## config.mk

```make
export PLATFORM = sky130hd
export DESIGN_NAME = tbps_tx_parser
export DESIGN_NICKNAME = d
export VERILOG_FILES = /design/src/shared/tbps_pkg.sv /design/src/shared/tbps_sts_if.sv /design/src/tbps_sts_fifo.sv /design/src/tbps_tx_parser.sv
export SDC_FILE = /design/constraint.sdc
export NUM_CORES = 1
export LEC_CHECK = 0
export ABC_AREA = 1
export BUFFER_PORTS_ARGS = -buffer_cell sky130_fd_sc_hd__buf_2
export CORE_MARGIN = 8
export CORE_UTILIZATION = 62
export DETAILED_ROUTE_END_ITERATION = 16
export GPL_TIMING_DRIVEN = 0
export PLACE_DENSITY = 0.8
export SETUP_SLACK_MARGIN = 0.02
export SYNTH_ARGS = -nofsm -noshare
export SYNTH_HDL_FRONTEND = slang
export SYNTH_SLANG_ARGS = --single-unit
```

## constraint.sdc

```tcl
create_clock -name core_clk -period 3.9 [get_ports core_clk]
set_input_delay 1.17 -clock core_clk [delete_from_list [all_inputs] [get_ports core_clk]]
set_output_delay 1.17 -clock core_clk [all_outputs]
set_load 0.005 [all_outputs]
```

## src/shared/tbps_pkg.sv

```systemverilog
// constants shared by the tx buffer parser and its testbench
package tbps_pkg;

    // ************************************************
    // register byte offsets on the avalon slave
    // ************************************************
    localparam logic [3:0] ADDR_DATA   = 4'h0;  // write: next buffer dword
    localparam logic [3:0] ADDR_STATUS = 4'h4;  // read: pop status word
    localparam logic [3:0] ADDR_CONFIG = 4'h8;  // read/write: control bits
    localparam logic [3:0] ADDR_INFO   = 4'hc;  // read: count/error, w1c error

    // ************************************************
    // register fields and reset values
    // ************************************************
    localparam int         CFG_DISCARD = 0;      // status_discard_overrun_enable
    localparam int         CFG_DEFCHK  = 1;      // deferral checking enable
    localparam logic [1:0] CFG_RST     = 2'h0;
    localparam int         INFO_ERR    = 16;     // transmit_error_flag position
    localparam int         INFO_ERR_BE = 2;      // byte lane holding the flag

    // ************************************************
    // first command word fields
    // ************************************************
    localparam int A_ALIGN_LO = 24;
    localparam int A_OFF_LO   = 16;
    localparam int A_FS       = 13;
    localparam int A_LS       = 12;
    localparam int SIZE_HI    = 10;

    // ************************************************
    // second command word fields
    // ************************************************
    localparam int B_TAG_LO = 16;
    localparam int B_NOCRC  = 13;
    localparam int B_NOPAD  = 12;

    // ************************************************
    // status word fields
    // ************************************************
    localparam int ST_ES    = 15;
    localparam int ST_LCAR  = 11;
    localparam int ST_NCAR  = 10;
    localparam int ST_LATE  = 9;
    localparam int ST_EXCOL = 8;
    localparam int ST_COLLO = 3;
    localparam int ST_EXDEF = 2;
    localparam int ST_DEFER = 0;

    // end alignment codes, byte count minus one
    localparam logic [11:0] ALIGN4_M  = 12'h003;
    localparam logic [11:0] ALIGN16_M = 12'h00f;
    localparam logic [11:0] ALIGN32_M = 12'h01f;

endpackage

```

## src/shared/tbps_sts_if.sv

```systemverilog
// status fifo link between the parser and its fifo
`timescale 1ns/1ns
interface tbps_sts_if #(parameter int CW = 5);
    logic          push;
    logic [31:0]   wdata;
    logic          pop;
    logic [31:0]   head;
    logic          full;
    logic          empty;
    logic [CW-1:0] count;
    modport fifo (input push, wdata, pop, output head, full, empty, count);
    modport user (output push, wdata, pop, input head, full, empty, count);
endinterface

```

## src/tbps_sts_fifo.sv

```systemverilog
// tx status word fifo
`timescale 1ns/1ns
module tbps_sts_fifo #(
    parameter int DEPTH = 16
) (
    // clock and reset
    input wire logic clk,
    input wire logic reset,
    // fifo side of the link
    tbps_sts_if.fifo port
);
    localparam int PW = $clog2(DEPTH);
    localparam int CW = $clog2(DEPTH + 1);

    logic [31:0]   mem [DEPTH];
    logic [PW-1:0] wp_q;
    logic [PW-1:0] rp_q;
    logic [CW-1:0] cnt_q;
    logic          do_push;
    logic          do_pop;

    // a push into a full fifo or a pop from an empty one is ignored
    assign do_push    = port.push && (cnt_q != CW'(DEPTH));
    assign do_pop     = port.pop && (cnt_q != '0);
    assign port.head  = mem[rp_q];
    assign port.full  = (cnt_q == CW'(DEPTH));
    assign port.empty = (cnt_q == '0);
    assign port.count = cnt_q;

    // storage, no reset needed on the data array
    always_ff @(posedge clk) begin
        if (do_push) begin
            mem[wp_q] <= port.wdata;
        end
    end

    // pointers wrap explicitly so depth need not be a power of two
    always_ff @(posedge clk) begin
        if (reset) begin
            wp_q  <= '0;
            rp_q  <= '0;
            cnt_q <= '0;
        end else begin
            if (do_push) begin
                wp_q <= (wp_q == PW'(DEPTH - 1)) ? '0 : wp_q + PW'(1);
            end
            if (do_pop) begin
                rp_q <= (rp_q == PW'(DEPTH - 1)) ? '0 : rp_q + PW'(1);
            end
            cnt_q <= cnt_q + CW'(do_push) - CW'(do_pop);
        end
    end
endmodule

```

## src/tbps_tx_parser.sv

```systemverilog
// tx buffer parser: command words, byte stripping, mac feed and status words
`timescale 1ns/1ns
module tbps_tx_parser #(
    parameter int STS_DEPTH = 16
) (
    // clock and reset
    input  wire logic        core_clk,
    input  wire logic        reset,
    // avalon-mm slave
    input  wire logic [3:0]  avs_address,
    input  wire logic        avs_read,
    input  wire logic        avs_write,
    input  wire logic [3:0]  avs_byteenable,
    input  wire logic [31:0] avs_writedata,
    output logic      [31:0] avs_readdata,
    output logic             avs_waitrequest,
    // byte stream to the mac_interface_layer
    output logic             mac_valid,
    output logic      [7:0]  mac_data,
    output logic             mac_last,
    output logic             mac_no_crc,
    output logic             mac_no_pad,
    input  wire logic        mac_ready,
    // per packet result from the mac
    input  wire logic        mac_done,
    input  wire logic        mac_carrier_lost,
    input  wire logic        mac_no_carrier,
    input  wire logic        mac_late_col,
    input  wire logic        mac_excess_col,
    input  wire logic [3:0]  mac_col_count,
    input  wire logic        mac_excess_defer,
    input  wire logic        mac_deferred
);
    import tbps_pkg::*;

    localparam int CW = $clog2(STS_DEPTH + 1);

    typedef enum logic [2:0] {S_CMDA, S_CMDB, S_DATA, S_EMIT, S_WAIT, S_PUSH} tbps_state_e;

    // ************************************************
    // helpers
    // ************************************************
    // reserved alignment code falls back to 4-byte, the safest reading
    function automatic logic [11:0] align_mask(input logic [1:0] code);
        case (code)
            2'b01:   align_mask = ALIGN16_M;
            2'b10:   align_mask = ALIGN32_M;
            default: align_mask = ALIGN4_M;
        endcase
    endfunction

    function automatic logic [3:0] lane_mask(input logic [11:0] pos, input logic [11:0] lo,
                                             input logic [11:0] hi);
        logic [3:0] m;
        m = '0;
        for (int b = 0; b < 4; b++) begin
            m[b] = ((pos + 12'(b)) >= lo) && ((pos + 12'(b)) < hi);
        end
        return m;
    endfunction

    function automatic logic [1:0] low_lane(input logic [3:0] m);
        if (m[0]) begin
            return 2'd0;
        end else if (m[1]) begin
            return 2'd1;
        end else if (m[2]) begin
            return 2'd2;
        end
        return 2'd3;
    endfunction

    // ************************************************
    // state
    // ************************************************
    tbps_state_e state_q;
    logic [1:0]  align_q;
    logic [4:0]  off_q;
    logic        fs_q;
    logic        ls_q;
    logic [10:0] bsize_q;
    logic [31:0] b_q;
    logic [9:0]  wi_q;
    logic [9:0]  tw_q;
    logic [31:0] word_q;
    logic [3:0]  mask_q;
    logic        lastw_q;
    logic [11:0] cnt_q;
    logic [11:0] sum_q;
    logic        err_q;
    logic        ovr_q;
    logic [31:0] st_q;
    logic [1:0]  cfg_q;
    logic        wait_q;
    logic [31:0] rdata_q;
    logic        popok_q;
    logic        mac_valid_q;
    logic [7:0]  mac_data_q;
    logic        mac_last_q;
    logic        mac_no_crc_q;
    logic        mac_no_pad_q;
    logic        done_q;

    logic        fire;
    logic        data_fire;
    logic        word_ok;
    logic [31:0] rd_val;
    logic [3:0]  lmask;
    logic        emit_adv;
    logic        finishing;
    logic        chk;
    logic        len_bad;
    logic        b_mis;
    logic        drop;
    logic [CW-1:0] used;
    logic [31:0] st_d;
    logic [11:0] end_a;

    tbps_sts_if #(.CW(CW)) sts ();

    tbps_sts_fifo #(.DEPTH(STS_DEPTH)) u_fifo (
        .clk   (core_clk),
        .reset (reset),
        .port  (sts.fifo)
    );

    // ************************************************
    // avalon slave
    // ************************************************
    // waitrequest drops for exactly the completing cycle; a data write waits
    // while the parser is still feeding bytes, which is the host back-pressure
    assign word_ok   = (state_q == S_CMDA) || (state_q == S_CMDB) || (state_q == S_DATA);
    assign fire      = (avs_read || avs_write) && !wait_q;
    assign data_fire = fire && avs_write && (avs_address == ADDR_DATA);
    assign used      = ovr_q ? '0 : sts.count;

    always_comb begin
        rd_val = '0;
        if (avs_address == ADDR_STATUS) begin
            rd_val = sts.empty ? '0 : sts.head;
        end else if (avs_address == ADDR_CONFIG) begin
            rd_val = {30'h0, cfg_q};
        end else if (avs_address == ADDR_INFO) begin
            rd_val = {15'h0, err_q, 16'(used)};
        end
    end

    // read data is frozen at the decision so it stands at the completing edge
    always_ff @(posedge core_clk) begin
        if (reset) begin
            wait_q  <= 1'b1;
            rdata_q <= '0;
            popok_q <= 1'b0;
        end else if (wait_q && (avs_read || avs_write) &&
                     !(avs_write && (avs_address == ADDR_DATA) && !word_ok)) begin
            wait_q  <= 1'b0;
            rdata_q <= avs_read ? rd_val : '0;
            popok_q <= avs_read && (avs_address == ADDR_STATUS) && !sts.empty;
        end else begin
            wait_q  <= 1'b1;
        end
    end

    // control bits
    always_ff @(posedge core_clk) begin
        if (reset) begin
            cfg_q <= CFG_RST;
        end else if (fire && avs_write && (avs_address == ADDR_CONFIG) && avs_byteenable[0]) begin
            cfg_q <= avs_writedata[1:0];
        end
    end

    // ************************************************
    // command parsing and byte feed
    // ************************************************
    // whole-dword lead-in falls outside the byte window
    assign lmask = lane_mask({wi_q, 2'b00}, {7'h0, off_q}, {7'h0, off_q} + {1'b0, bsize_q});
    assign end_a = {7'h0, avs_writedata[A_OFF_LO +: 5]} + {1'b0, avs_writedata[SIZE_HI:0]};
    assign emit_adv = !mac_valid_q || mac_ready;

    assign finishing = (state_q == S_CMDB && data_fire && tw_q == '0) ||
                       (state_q == S_DATA && data_fire && lmask == '0 && (wi_q + 10'd1 == tw_q)) ||
                       (state_q == S_EMIT && emit_adv && mask_q == '0 && lastw_q);
    assign chk       = finishing && ls_q;
    assign len_bad   = (cnt_q != {1'b0, b_q[SIZE_HI:0]}) || (sum_q != {1'b0, b_q[SIZE_HI:0]});
    assign b_mis     = state_q == S_CMDB && data_fire && !fs_q && (avs_writedata != b_q);

    always_ff @(posedge core_clk) begin
        if (reset) begin
            state_q <= S_CMDA;
            align_q <= '0;
            off_q   <= '0;
            fs_q    <= 1'b0;
            ls_q    <= 1'b0;
            bsize_q <= '0;
            b_q     <= '0;
            wi_q    <= '0;
            tw_q    <= '0;
            word_q  <= '0;
            mask_q  <= '0;
            lastw_q <= 1'b0;
            sum_q   <= '0;
        end else begin
            case (state_q)
                S_CMDA: begin
                    if (data_fire) begin
                        align_q <= avs_writedata[A_ALIGN_LO +: 2];
                        off_q   <= avs_writedata[A_OFF_LO +: 5];
                        fs_q    <= avs_writedata[A_FS];
                        ls_q    <= avs_writedata[A_LS];
                        bsize_q <= avs_writedata[SIZE_HI:0];
                        tw_q    <= 10'(((end_a + align_mask(avs_writedata[A_ALIGN_LO +: 2])) &
                                        ~align_mask(avs_writedata[A_ALIGN_LO +: 2])) >> 2);
                        sum_q   <= (avs_writedata[A_FS] ? 12'h0 : sum_q) + {1'b0, avs_writedata[SIZE_HI:0]};
                        state_q <= S_CMDB;
                    end
                end
                S_CMDB: begin
                    if (data_fire) begin
                        // the first buffer's copy is the reference for later ones
                        if (fs_q) begin
                            b_q <= avs_writedata;
                        end
                        wi_q <= '0;
                        state_q <= (tw_q == '0) ? (ls_q ? S_WAIT : S_CMDA) : S_DATA;
                    end
                end
                S_DATA: begin
                    if (data_fire) begin
                        wi_q    <= wi_q + 10'd1;
                        word_q  <= avs_writedata;
                        mask_q  <= lmask;
                        lastw_q <= (wi_q + 10'd1 == tw_q);
                        if (lmask != '0) begin
                            state_q <= S_EMIT;
                        end else if (wi_q + 10'd1 == tw_q) begin
                            state_q <= ls_q ? S_WAIT : S_CMDA;
                        end
                    end
                end
                S_EMIT: begin
                    if (emit_adv && mask_q != '0) begin
                        mask_q <= mask_q & (mask_q - 4'd1);
                    end else if (emit_adv) begin
                        state_q <= !lastw_q ? S_DATA : (ls_q ? S_WAIT : S_CMDA);
                    end
                end
                S_WAIT: begin
                    if (mac_done || done_q) begin
                        state_q <= S_PUSH;
                    end
                end
                S_PUSH: begin
                    // hold here while the fifo is full and discard mode is off; with discard on, leave without pushing
                    if (!sts.full || cfg_q[CFG_DISCARD]) begin
                        state_q <= S_CMDA;
                    end
                end
                default: state_q <= S_CMDA;
            endcase
        end
    end

    // byte output register; unused lanes are simply never loaded
    always_ff @(posedge core_clk) begin
        if (reset) begin
            mac_valid_q  <= 1'b0;
            mac_data_q   <= '0;
            mac_last_q   <= 1'b0;
            mac_no_crc_q <= 1'b0;
            mac_no_pad_q <= 1'b0;
            cnt_q        <= '0;
        end else begin
            if (state_q == S_CMDA && data_fire && avs_writedata[A_FS]) begin
                cnt_q <= '0;
            end
            if (state_q == S_EMIT && emit_adv && mask_q != '0) begin
                // lowest set lane, byte lane 0 is D[7:0]
                mac_valid_q  <= 1'b1;
                mac_data_q   <= word_q[8 * low_lane(mask_q) +: 8];
                // last flag on the final payload byte
                mac_last_q   <= ((mask_q & (mask_q - 4'd1)) == '0) && ls_q &&
                                ({wi_q, 2'b00} >= ({7'h0, off_q} + {1'b0, bsize_q}));
                mac_no_crc_q <= b_q[B_NOCRC] && !b_q[B_NOPAD];
                mac_no_pad_q <= b_q[B_NOPAD];
                cnt_q        <= cnt_q + 12'd1;
            end else if (mac_ready) begin
                mac_valid_q  <= 1'b0;
                mac_last_q   <= 1'b0;
            end
        end
    end

    // ************************************************
    // status word
    // ************************************************
    always_comb begin
        st_d = '0;
        st_d[31:B_TAG_LO]           = b_q[31:B_TAG_LO];
        st_d[ST_LCAR]               = mac_carrier_lost;
        st_d[ST_NCAR]               = mac_no_carrier;
        st_d[ST_LATE]               = mac_late_col;
        st_d[ST_EXCOL]              = mac_excess_col;
        st_d[ST_COLLO +: 4]         = mac_col_count;
        st_d[ST_EXDEF]              = mac_excess_defer && cfg_q[CFG_DEFCHK];
        st_d[ST_DEFER]              = mac_deferred;
        st_d[ST_ES]                 = |{st_d[11:8], st_d[2:1]};
    end

    always_ff @(posedge core_clk) begin
        if (reset) begin
            st_q <= '0;
        end else if (mac_done) begin
            st_q <= st_d;
        end
    end

    // the result can return while padding dwords are still being parsed, so keep it
    always_ff @(posedge core_clk) begin
        if (reset) begin
            done_q <= 1'b0;
        end else if (state_q == S_WAIT) begin
            done_q <= 1'b0;
        end else if (mac_done) begin
            done_q <= 1'b1;
        end
    end

    assign drop      = state_q == S_PUSH && sts.full && cfg_q[CFG_DISCARD];
    assign sts.push  = state_q == S_PUSH && !sts.full && !ovr_q;
    assign sts.wdata = st_q;
    assign sts.pop   = fire && avs_read && (avs_address == ADDR_STATUS) && popok_q;

    // overrun holds pushes off until a status read pops a word; set wins over clear
    always_ff @(posedge core_clk) begin
        if (reset) begin
            ovr_q <= 1'b0;
        end else if (drop) begin
            ovr_q <= 1'b1;
        end else if (sts.pop) begin
            ovr_q <= 1'b0;
        end
    end

    // overrun in discard mode never feeds the error flag
    always_ff @(posedge core_clk) begin
        if (reset) begin
            err_q <= 1'b0;
        end else if ((chk && len_bad) || b_mis) begin
            err_q <= 1'b1;
        end else if (fire && avs_write && avs_address == ADDR_INFO &&
                     avs_byteenable[INFO_ERR_BE] && avs_writedata[INFO_ERR]) begin
            err_q <= 1'b0;
        end
    end

    assign avs_readdata    = rdata_q;
    assign avs_waitrequest = wait_q;
    assign mac_valid       = mac_valid_q;
    assign mac_data        = mac_data_q;
    assign mac_last        = mac_last_q;
    assign mac_no_crc      = mac_no_crc_q;
    assign mac_no_pad      = mac_no_pad_q;
endmodule

```

==> qor.csv <==
metric,value,unit
status,finished clean,
vias in the first global route,23198,
most frequent cells in the layout,"edfxtp_1 (432), o21ai_0 (426), nor2_1 (367)",
fin area,0.0324,mm2
post-layout minimum cycle time,3.65,ns
Crit-path slowest cell,fa_1,
Hold Path Origin,word_q[11]$_SDFFE_PP0P_,
DR WL/cell,24.8,um
WP data required,4.43,ns
startpoint type of the worst setup path,register,
Post-Synthesis Cells,2842,
cell row count,78,
Comb pwr share,0.026,
Post-Route WL,91300,um
Compound-Gate Fraction of Synth Area,0.162,
Fin Hold WS,0.454,ns
Setup crit start,off_q[0]$_SDFFE_PP0P_,
vias per cell,6.38,
Worst Path Max Fanout,4,
antenna violations before repair,2,
register bit total from synthesis,657,
share of the synthesized area in the top cell type,0.458,
sw frac,0.210,
met2 WL post-DR,43500,um
area grow syn2layout,14.2,%
Final Cycle Share,0.937,
predominant post-synthesis flop cell,edfxtp_1,
worst r2r path cells,21,
max_cap viols,0,
Static Leak,11.9,nW
Synth cell types,49,
"Seq/Total Area, Yosys",0.617,
Synth area leaders,"edfxtp_1 (46%), dfxtp_1 (16%), o21ai_0 (7.6%)",
gr ovfl total,0,
sequential share of power,0.514,
Clk pwr share,0.460,
total track usage,0.334,
Clock Sinks,657,
Max Used Layer,met4,
number of clock buffers inserted by TritonCTS,68,
CTS tree,done,
Syn Area/Cell,9.97,um2
Most Frequent Cell on Critical Path,nand2_1,
Vias,23451,
crit-path cells,ha_1 > inv_1 > fa_1 > o21ai_2 > nand2_1 > a21oi_2 > nand2_1 > nor4_2 > xnor2_1 > ha_1 > nand2_1 > a21oi_1 > nor2_2 > nand2_1 > nor2_1 > nor2_2 > nand2_1 > nand2_1 > nand2_1 > nand3_1 > a21oi_1,
fin nets,3135,
dominant cell type by area after synthesis,edfxtp_1,
Die Height,230,um
placed standard-cell area,0.0300,mm2
first-pass detailed-route iteration total,6,
Post-DRT Antenna Nets,0,
DRC,0,
post-synthesis adder-cell area fraction,0.0270,
ratio of cells with drive above 1 in the final layout,0.103,
"Clk Latency, worst-skew pair",0.61,ns
Post-synth EDFFs,432,
Initial Utilization,0.626,
Root Driver,clkbuf_16,
worst path bufs/invs,1,
hold depth,2,
Filler cells,3235,
critical setup path kind,reg2reg,
worst relative slew slack,0.238,
clk_skew,0.0363,ns
Metal-1 WL,30800,um
"CP delay by family, top",simple AND/OR/NAND/NOR gates,
largest family of logic cells by synthesized area,compound AO/OA/AOI/OAI gates,
final setup fails,0,
Finished Core Util,0.714,
mux cell area share after synthesis,0.000353,
XOR/XNOR Fraction of Synth Area,0.0139,
Synth Area in Simple Gates,0.125,
Mapped Area,0.0283,mm2
max frequency,0.274,GHz
"IR drop worst, VDD",388,uV
register area,0.0175,mm2
Placement Setup Slack,-0.293,ns
power per cell area,452,mW/mm2
sw power,0.00308,W
CP endpoint kind,register,
final setup margin,0.247,ns
RePlAce Congestion,0.965,
htree depth,3,
critical path depth in cells,21,
Top-Level Pins,101,
setup bufs post-CTS,0,
YS warnings,0,
area of the multi-input gates,0.00948,mm2
clk slew on worst S/H paths,0.06,ns
Crit path arrival time,4.19,ns
chip width,230,um
CTS resizes,4,
global-route wire length before repair,135000,um
met3 WL,10300,um
Final Hold Fails,0,
Reg-to-Reg Start,off_q[0]$_SDFFE_PP0P_,
Async SR Flop Fraction,0,
hold bufs inserted after CTS,0,
CP max stage delay,0.42,ns
pins over their slew limit,0,
hpwl dp,63900,um
largest net degree at the start of global routing,28,
clock buffer depth,3,
"commonest non-fill, non-tap cell in the layout",edfxtp_1,
Least-Margin Pin Slew,1.14,ns
Core ar.,0.0453,mm2
worst min-delay path class,reg2reg,
PortBufs,92,
initial drt markers,3017,
die footprint,0.0528,mm2
Int Power,0.0116,W
-- per-stage QoR --
step	std cells	TNS (ns)	total power [W]
floorplan	2845	0	0.00783
global placement	3537	-86.74	0.00802
detailed placement	3552	-1.04	0.00804
CTS	3677	0	0.0146
global route	3677	-0.00149	0.0149
finish	3678	0	0.0146
-- cells in the mapped netlist (all sizes together), types with 3 or more instances --
cell type and n:
fa 7, dfxtp 225, o21ai 448, o22ai 85, a31oi 18, nor2 400, o211ai 19, a211oi 9
a21oi 205, xnor2 15, nand3 87, clkbuf 107, nand2 310, inv 234, o221ai 39, buf 48
xor2 30, ha 50, nor3 30, nand4 16, o21bai 3, edfxtp 432, nor4 7
-- power groups by stage --
stage / logic (W) / clock network (W) / registers (W)
2_1_floorplan: 0.000207 / 0 / 0.00762
3_3_place_gp: 0.000356 / 0 / 0.00766
3_5_place_dp: 0.000368 / 0 / 0.00767
4_1_cts: 0.000373 / 0.00670 / 0.00752
5_1_grt: 0.000412 / 0.00698 / 0.00752
6_report: 0.000383 / 0.00673 / 0.00752
-- layout make-up --
| cell class | count | area share |
|---|---|---|
| diodes | 1 | 0.0000773 |
| plain buffers | 155 | 0.0209 |
| clock buffers | 92 | 0.0586 |
| clock inverters | 33 | 0.0125 |
| inverters | 235 | 0.0273 |
| multi-input cells | 1798 | 0.293 |
| flip-flops and latches | 657 | 0.540 |
| well taps | 600 | 0.0232 |
| repair buffers | 107 | 0.0244 |
-- per-layer routing --
metal,up-vias,global-route usage
li1,10337,-
met1,11033,0.385
met2,1710,0.562
met3,371,0.0643
met4,0,0.228
met5,-,0
-- flip-flops by register name, summed over array words and instances (netlist names), 5 cells and up, named ones only --
signal	flops
word_q	32
bsize_q	11
sum_q	12
off_q	5
tw_q	10
cnt_q	12
st_q	27
u_fifo.mem	432
wi_q	10
mac_data	8
u_fifo.port.count	5
b_q	32
avs_readdata	28
-- tightest hold or removal path: stages (launching register included) --
cell,delay (ns)
dfxtp_1,0.30
inv_1,0.06
a21oi_1,0.05
-- logic make-up after synthesis --
logic type                 count (synthesis)
buffers and inverters                    390
and+or+nand+nor                          854
DFF                                      657
xor gates and xnor gates                  45
AOI/OAI and AO/OA                        837
muxes                                      1
adders and majority gates                 57
other                                      1
-- worst paths after layout --
kind	endpoint	slack, ns
setup / recovery	state_q[1]$_SDFFE_PP0P_	0.25
hold / removal	word_q[11]$_SDFFE_PP0P_	0.45
setup reg to reg	state_q[1]$_SDFFE_PP0P_	0.25
hold reg to reg	word_q[11]$_SDFFE_PP0P_	0.45
Note: power is estimated with default switching activity, not from simulation.
